===== src/insn_pkg.sv =====
package insn_pkg;
	localparam int WORD_W = 8;
	localparam int INSN_W = 14;
	localparam int FADDR_W = 7;
	localparam int NIB_W = 4;
	// Instruction field positions
	localparam int SWAP_OPC_LSB = 8;
	localparam int DIRLD_OPC_LSB = 3;
	localparam int LIT_CLASS_LSB = 12;
	localparam int XORL_OPC_LSB = 8;
	localparam int DST_BIT = 7;
	localparam int SEL_W = 3;
	// Opcode fields
	localparam logic [5:0] OP_SWAP = 6'h0E;
	localparam logic [3:0] OP_XORL = 4'hA;
	localparam logic [1:0] OP_LIT_CLASS = 2'h3;
	localparam logic [10:0] OP_DIRLD = 11'h00C;
	// Direction register file addresses and legacy selectors
	localparam logic [2:0] DIR_SEL_LO = 3'h5;
	localparam logic [2:0] DIR_SEL_HI = 3'h7;
	localparam logic [FADDR_W-1:0] DIR_FADDR_BASE = 7'h05;
	localparam logic [FADDR_W-1:0] DIR_FADDR_TOP = 7'h07;
	localparam int DIR_BANK_OFS = 128;
	localparam int DIR_CNT = 3;
	localparam logic [WORD_W-1:0] DIR_RESET = 8'hFF;
	localparam logic [WORD_W-1:0] ZERO_BYTE = 8'h00;
	localparam logic [1:0] DIR_IDX_LO = 2'h0;
endpackage


===== src/nibble_swap_xor_direction_ops.sv =====
`timescale 1ns/100ps
// Contract
// [RULE1] Opcode 00 1110 swaps the nibbles of register f; flags unchanged.
// [RULE2] Swap with d of 0 writes the accumulator, with d of 1 register f.
// [RULE3] 00 0000 0110 0fff, f of 5 to 7, loads the accumulator into dir f.
// [RULE4] Direction registers are also reachable by normal data addressing.
// [RULE5] Opcode 11 1010 XORs the literal into the accumulator, sets zero.
// [RULE6] The literal XOR result always goes into the accumulator.
// [RULE7] Each of the three instructions is one word and one cycle.
module nibble_swap_xor_direction_ops
(
	// Clock and reset
	input wire logic core_clk_i,
	input wire logic sys_rst_i,
	// Instruction
	input wire logic insn_valid_i,
	input wire logic [insn_pkg::INSN_W-1:0] insn_i,
	// Register file read data for the addressed file register
	input wire logic [insn_pkg::WORD_W-1:0] file_rdata_i,
	// Normal data path writes to and reads of file registers
	input wire logic data_wr_i,
	input wire logic [insn_pkg::FADDR_W-1:0] data_waddr_i,
	input wire logic [insn_pkg::WORD_W-1:0] data_wdata_i,
	input wire logic [insn_pkg::FADDR_W-1:0] data_raddr_i,
	// Results
	output logic [insn_pkg::FADDR_W-1:0] file_addr_o,
	output logic file_wr_o,
	output logic [insn_pkg::WORD_W-1:0] file_wdata_o,
	output logic [insn_pkg::WORD_W-1:0] accum_o,
	output logic zero_flag_o,
	output logic zero_wr_o,
	output logic done_o,
	output logic [insn_pkg::WORD_W-1:0] dir_rdata_o,
	output logic [insn_pkg::WORD_W*insn_pkg::DIR_CNT-1:0] dir_o
);
	typedef enum logic [1:0]
	{
		OPK_NONE = 2'b00,
		OPK_SWAP = 2'b01,
		OPK_DIRLD = 2'b10,
		OPK_XORL = 2'b11
	} op_kind_t;

	op_kind_t kind;
	logic dst_file;
	logic [insn_pkg::WORD_W-1:0] swapped;
	logic [insn_pkg::WORD_W-1:0] xored;
	logic [2:0] dsel;
	logic [insn_pkg::WORD_W-1:0] dir_val [insn_pkg::DIR_CNT];
	logic [insn_pkg::DIR_CNT-1:0] dir_we;
	logic [insn_pkg::WORD_W-1:0] dir_wd [insn_pkg::DIR_CNT];

	logic [insn_pkg::FADDR_W-1:0] file_addr_r, file_addr_nxt;
	logic file_wr_r, file_wr_nxt;
	logic [insn_pkg::WORD_W-1:0] file_wdata_r, file_wdata_nxt;
	logic [insn_pkg::WORD_W-1:0] accum_r, accum_nxt;
	logic zero_r, zero_nxt;
	logic zero_wr_r, zero_wr_nxt;
	logic done_r, done_nxt;
	logic [insn_pkg::WORD_W-1:0] dir_rdata_r, dir_rdata_nxt;

	assign dsel = insn_i[insn_pkg::SEL_W-1:0];

	always_comb
	begin
		kind = OPK_NONE;
		if (insn_valid_i)
		begin
			if (insn_i[insn_pkg::INSN_W-1:insn_pkg::SWAP_OPC_LSB]
				== insn_pkg::OP_SWAP) // [RULE1]
				kind = OPK_SWAP;
			else if (insn_i[insn_pkg::INSN_W-1:insn_pkg::DIRLD_OPC_LSB]
				== insn_pkg::OP_DIRLD
				&& dsel >= insn_pkg::DIR_SEL_LO
				&& dsel <= insn_pkg::DIR_SEL_HI) // [RULE3]
				kind = OPK_DIRLD;
			else if (insn_i[insn_pkg::INSN_W-1:insn_pkg::LIT_CLASS_LSB]
				== insn_pkg::OP_LIT_CLASS
				&& insn_i[insn_pkg::LIT_CLASS_LSB-1:insn_pkg::XORL_OPC_LSB]
				== insn_pkg::OP_XORL) // [RULE5]
				kind = OPK_XORL;
		end
	end

	assign dst_file = insn_i[insn_pkg::DST_BIT];
	assign swapped = {file_rdata_i[insn_pkg::NIB_W-1:0],
		file_rdata_i[insn_pkg::WORD_W-1:insn_pkg::NIB_W]}; // [RULE1]
	assign xored = accum_r ^ insn_i[insn_pkg::WORD_W-1:0]; // [RULE5]

	// Direction registers: legacy load, direct data writes, swap write-back
	genvar gi;
	generate
		for (gi = 0; gi < insn_pkg::DIR_CNT; gi++)
		begin : g_dir
			localparam logic [insn_pkg::FADDR_W-1:0] FA =
				insn_pkg::DIR_FADDR_BASE + insn_pkg::FADDR_W'(gi);
			always_comb
			begin
				dir_we[gi] = 1'b0;
				dir_wd[gi] = accum_r;
				if (kind == OPK_DIRLD && dsel == 3'(FA)) // [RULE3]
					dir_we[gi] = 1'b1;
				else if (kind == OPK_SWAP && dst_file
					&& insn_i[insn_pkg::FADDR_W-1:0] == FA)
				begin
					dir_we[gi] = 1'b1;
					dir_wd[gi] = swapped;
				end
				else if (data_wr_i && data_waddr_i == FA) // [RULE4]
				begin
					dir_we[gi] = 1'b1;
					dir_wd[gi] = data_wdata_i;
				end
			end
			dir_reg u_dir
			(
				.core_clk_i(core_clk_i),
				.sys_rst_i(sys_rst_i),
				.wr_en_i(dir_we[gi]),
				.wr_data_i(dir_wd[gi]),
				.value_o(dir_val[gi])
			);
			assign dir_o[gi*insn_pkg::WORD_W +: insn_pkg::WORD_W] = dir_val[gi];
		end
	endgenerate

	always_comb
	begin
		file_addr_nxt = insn_i[insn_pkg::FADDR_W-1:0];
		file_wr_nxt = 1'b0;
		file_wdata_nxt = swapped;
		accum_nxt = accum_r;
		zero_nxt = zero_r;
		zero_wr_nxt = 1'b0;
		done_nxt = kind != OPK_NONE; // [RULE7]
		dir_rdata_nxt = insn_pkg::ZERO_BYTE;
		if (data_raddr_i >= insn_pkg::DIR_FADDR_BASE
			&& data_raddr_i <= insn_pkg::DIR_FADDR_TOP) // [RULE4]
			dir_rdata_nxt = dir_val[2'(data_raddr_i
				- insn_pkg::DIR_FADDR_BASE)];
		case (kind)
			OPK_SWAP:
			begin
				if (dst_file) // [RULE2]
					file_wr_nxt = 1'b1;
				else
					accum_nxt = swapped;
			end
			OPK_XORL:
			begin
				accum_nxt = xored; // [RULE6]
				zero_nxt = xored == insn_pkg::ZERO_BYTE; // [RULE5]
				zero_wr_nxt = 1'b1;
			end
			default:
			begin
			end
		endcase
	end

	always_ff @(posedge core_clk_i)
	begin
		if (sys_rst_i)
		begin
			file_addr_r <= '0;
			file_wr_r <= 1'b0;
			file_wdata_r <= insn_pkg::ZERO_BYTE;
			accum_r <= insn_pkg::ZERO_BYTE;
			zero_r <= 1'b0;
			zero_wr_r <= 1'b0;
			done_r <= 1'b0;
			dir_rdata_r <= insn_pkg::ZERO_BYTE;
		end
		else
		begin
			file_addr_r <= file_addr_nxt;
			file_wr_r <= file_wr_nxt;
			file_wdata_r <= file_wdata_nxt;
			accum_r <= accum_nxt;
			zero_r <= zero_nxt;
			zero_wr_r <= zero_wr_nxt;
			done_r <= done_nxt;
			dir_rdata_r <= dir_rdata_nxt;
		end
	end

	assign file_addr_o = file_addr_r;
	assign file_wr_o = file_wr_r;
	assign file_wdata_o = file_wdata_r;
	assign accum_o = accum_r;
	assign zero_flag_o = zero_r;
	assign zero_wr_o = zero_wr_r;
	assign done_o = done_r;
	assign dir_rdata_o = dir_rdata_r;
endmodule // nibble_swap_xor_direction_ops


===== src/dir_reg.sv =====
`timescale 1ns/100ps
module dir_reg
(
	// Clock and reset
	input wire logic core_clk_i,
	input wire logic sys_rst_i,
	// Write port
	input wire logic wr_en_i,
	input wire logic [insn_pkg::WORD_W-1:0] wr_data_i,
	// Content
	output logic [insn_pkg::WORD_W-1:0] value_o
);
	logic [insn_pkg::WORD_W-1:0] value_r;
	logic [insn_pkg::WORD_W-1:0] value_nxt;

	always_comb
	begin
		value_nxt = wr_en_i ? wr_data_i : value_r;
	end

	always_ff @(posedge core_clk_i)
	begin
		if (sys_rst_i)
			value_r <= insn_pkg::DIR_RESET;
		else
			value_r <= value_nxt;
	end

	assign value_o = value_r;
endmodule // dir_reg


===== config.mk =====
export PLATFORM = sky130hd
export DESIGN_NAME = nibble_swap_xor_direction_ops
export DESIGN_NICKNAME = d
export VERILOG_FILES = /design/src/insn_pkg.sv /design/src/nibble_swap_xor_direction_ops.sv /design/src/dir_reg.sv
export SDC_FILE = /design/constraint.sdc
export NUM_CORES = 1
export LEC_CHECK = 0
export BUFFER_PORTS_ARGS = -buffer_cell sky130_fd_sc_hd__buf_2
export CAP_MARGIN = 20
export CORE_AREA = 2 2 121 64
export DETAILED_ROUTE_END_ITERATION = 10
export DIE_AREA = 0 0 123 66
export PLACE_DENSITY = 0.8
export SLEW_MARGIN = 25
export SYNTH_ARGS = -nofsm -noshare
export SYNTH_HDL_FRONTEND = slang
export SYNTH_HIERARCHICAL = 1
export SYNTH_SLANG_ARGS = --single-unit

===== constraint.sdc =====
create_clock -name core_clk_i -period 2.15 [get_ports core_clk_i]
set_input_delay 0.1075 -clock core_clk_i [delete_from_list [all_inputs] [get_ports core_clk_i]]
set_output_delay 0.1075 -clock core_clk_i [all_outputs]
set_load 0.03 [all_outputs]

==> summary.md <==
| Metric | Value |
|---|---|
| #FFs+latches synth | 59 |
| Worst slew margin | 59.4% |
| Remaining Overflow, GRT | 0 |
| DP HPWL | 8710 µm |
| EDFF count, synth | 0 |
| Routed WL | 11400 µm |
| First-pass GRT wire length | 17300 µm |
| DRT antenna net count | 0 |
| DR iter-0 viols | 468 |
| Die X | 123 µm |
| Synth area leaders | dfxtp_1, nor2b_1, a211o_2 |
| Area Overhead vs Synth | 37.3% |
| Worst EP required | 2370 ps |
| Die ar. | 8120 µm² |
| Largest net degree at the start of global routing | 52 |
| Crit-path max FO | 8 |
| Pwr/cell area | 638 nW/µm² |
| Area share of the leading cell type in the synthesized netlist | 37.5% |
| Crit share post-route | 96.1% |
| Final Skew | 7.39 ps |
| CTS Buf Count | 9 |
| Fin Setup TNS | 0 ps |
| Nets | 535 |
| Tot GR Track Use | 29.5% |
| Commonest cells in the netlist | dfxtp_1, nor2b_1, nor2_1, a21oi_1, o22ai_1 |
| Max Transition Viols Final | 0 |
| Worst Hold Class | in2reg |
| Post-synthesis sequential area ratio | 37.5% |
| Mapped Cells | 354 |
| First-pass DRT Iterations | 6 |
| Critical path class | in2reg |
| Cell Area, Synth | 3150 µm² |
| Ys Warns | 6 |
| Worst-case clock buffer depth | 2 |
| Die height | 66 µm |
| Largest delay share family, worst path | simple AND/OR/NAND/NOR gates |
| Initial antenna violation count | 0 |
| Status | finished clean |
| Static Leakage | 1.83 nW |
| Ys flop type | dfxtp_1 |
| Max Freq | 484 MHz |
| Vias per inst | 5.88 |
| Clock Sinks | 59 |
| Buf+Inv Stages, Crit Path | 2 |
| Placer Congestion | 1.02 |
| Arr. time, crit path | 2290 ps |
| Port Buf Inserts | 106 |
| Synth async-reset ratio | 0% |
| Mapped Nets | 404 |
| Share of post-route cells with drive strength above 1 | 39.4% |
| Most frequent cell after synthesis | dfxtp_1 |
| Vias in the first global route | 3150 |
| Fillers | 641 |
| Clock-pin slew on the worst setup and hold paths | 50 ps |
| Crit-path cells | dlygate4sd3_1 > buf_2 > nand4bb_4 > or4_4 > a21boi_4 > nor2_1 > a21oi_1 > a211o_2 |
| Post-layout min period | 2070 ps |
| Number of diodes | 0 |
| DRC | 0 |
| Tightest Pin Transition | 605 ps |
| Final Power | 2.76 mW |
| Syn_area_per_cell | 8.90 µm² |
| Max VDD drop | 0.332 mV |
| CTS tree | yes |
| Clock Latency Late Sink | 340 ps |
| Top cell type by total area after synthesis | dfxtp_1 |
| Largest stage delay, worst path | 540 ps |
| Endpoint class of the critical path | flip-flop |
| CP Launch Type | primary input |
| Core area | 7100 µm² |
| Standard-cell rows | 22 |
| Number of H-tree levels | 3 |
| Clock root cell | clkbuf_16 |
| Final setup violation count | 0 |
| Starting Density | 44.3% |
| # IOs | 107 |
| CP max-delay cell | dlygate4sd3_1 |
| WL/cell | 19.5 µm |
| Yosys cell types | 47 |
| Final hold vios | 0 |
| Register-to-Register Setup Slack | 460 ps |
| Max Cap Violations | 0 |
| RSZ-0062 raised after global routing | no |
| Vias | 3443 |
[final timing paths]
path | depth (start not counted) | to | start
setup reg to reg | 6 | zero_flag_o$_SDFFE_PP0N_ | accum_o[3]$_SDFFE_PP0P_
setup / recovery | 8 | g_dir[0].u_dir/value_o[3]$_SDFFE_PP1P_ | insn_i[10]
hold reg to reg | 2 | zero_flag_o$_SDFFE_PP0N_ | zero_flag_o$_SDFFE_PP0N_
hold / removal | 2 | file_wdata_o[4]$_SDFF_PP0_ | file_rdata_i[0]
[per-stage QoR]
step           hold slack, ps  cell area (µm²)  util (%)  worst slack (ps)  instances
2_1_floorplan             184             3150         -              91.4        354
3_3_place_gp              346             4000      56.4             -72.3        569
3_5_place_dp              347             4000      56.4              -127        569
4_1_cts                  83.5             4290      60.5              18.2        586
5_1_grt                  81.4             4320      60.9              17.3        586
6_report                 98.8             4320      60.9              84.4        586
[layer usage]
| layer | global-route usage, % | routed length (µm) |
|---|---|---|
| met1 | 42.1 | 5150 |
| met2 | 37.7 | 4330 |
| met3 | 15.6 | 1830 |
| met4 | 7.24 | 131 |
| met5 | 0 | 0 |
[worst register-to-register path: cells and delay by family (launching register included)]
kind	cells	cell delay, ps
AND/OR/NAND/NOR	3	580
AO/OA/AOI/OAI	2	490
flip-flops	1	380
buffers and inverters	1	190
[what timing repair did]
action | in CTS | in global routing
setup endpoints to repair | 0 | 12
endpoints found under the hold margin | 1 | 0
gates resized for setup | 0 | 4
hold buffers | 1 | 0
setup buffers | 0 | 0
[layout by cell type, fill, tap and decap left out, drive strengths merged, types with 11 or more instances in the layout]
cell type / instances
nor2b: 48
buf: 143
a211o: 24
o21ai: 11
nor2: 35
clkbuf: 12
nand3: 12
dfxtp: 59
a21oi: 27
mux2i: 16
o22ai: 25
[power breakdown]
group	total [mW]	switching [mW]	internal, mW
registers	1.12	0.00772	1.11
logic	0.294	0.183	0.111
clock network	1.34	0.506	0.837
[state kept, by name, indices dropped and copies added (netlist names)]
name                 count
g_dir.u_dir/value_o     24
file_addr_o              7
zero_flag_o              1
zero_wr_o                1
accum_o                  8
done_o                   1
file_wr_o                1
dir_rdata_o              8
file_wdata_o             8
[area by class of cell]
class | instances | area [µm²] | share of cell area, %
repair buffers | 144 | 856 | 19.8
inverters | 6 | 22.5 | 0.521
flip-flops and latches | 59 | 1180 | 27.3
well taps | 96 | 120 | 2.78
multi-input cells | 265 | 1860 | 43.1
clock buffers | 12 | 256 | 5.93
clock inverters | 4 | 25.0 | 0.579
[kinds of logic after synthesis]
| logic type | share of synthesized area, % |
|---|---|
| DFF | 37.5 |
| AOI/OAI and AO/OA | 23.9 |
| muxes | 5.09 |
| and+or+nand+nor | 28.0 |
| adders and majority gates | 0.794 |
| buffers and inverters | 4.45 |
| xor gates and xnor gates | 0.278 |
Power figures use the tool's default switching activity.
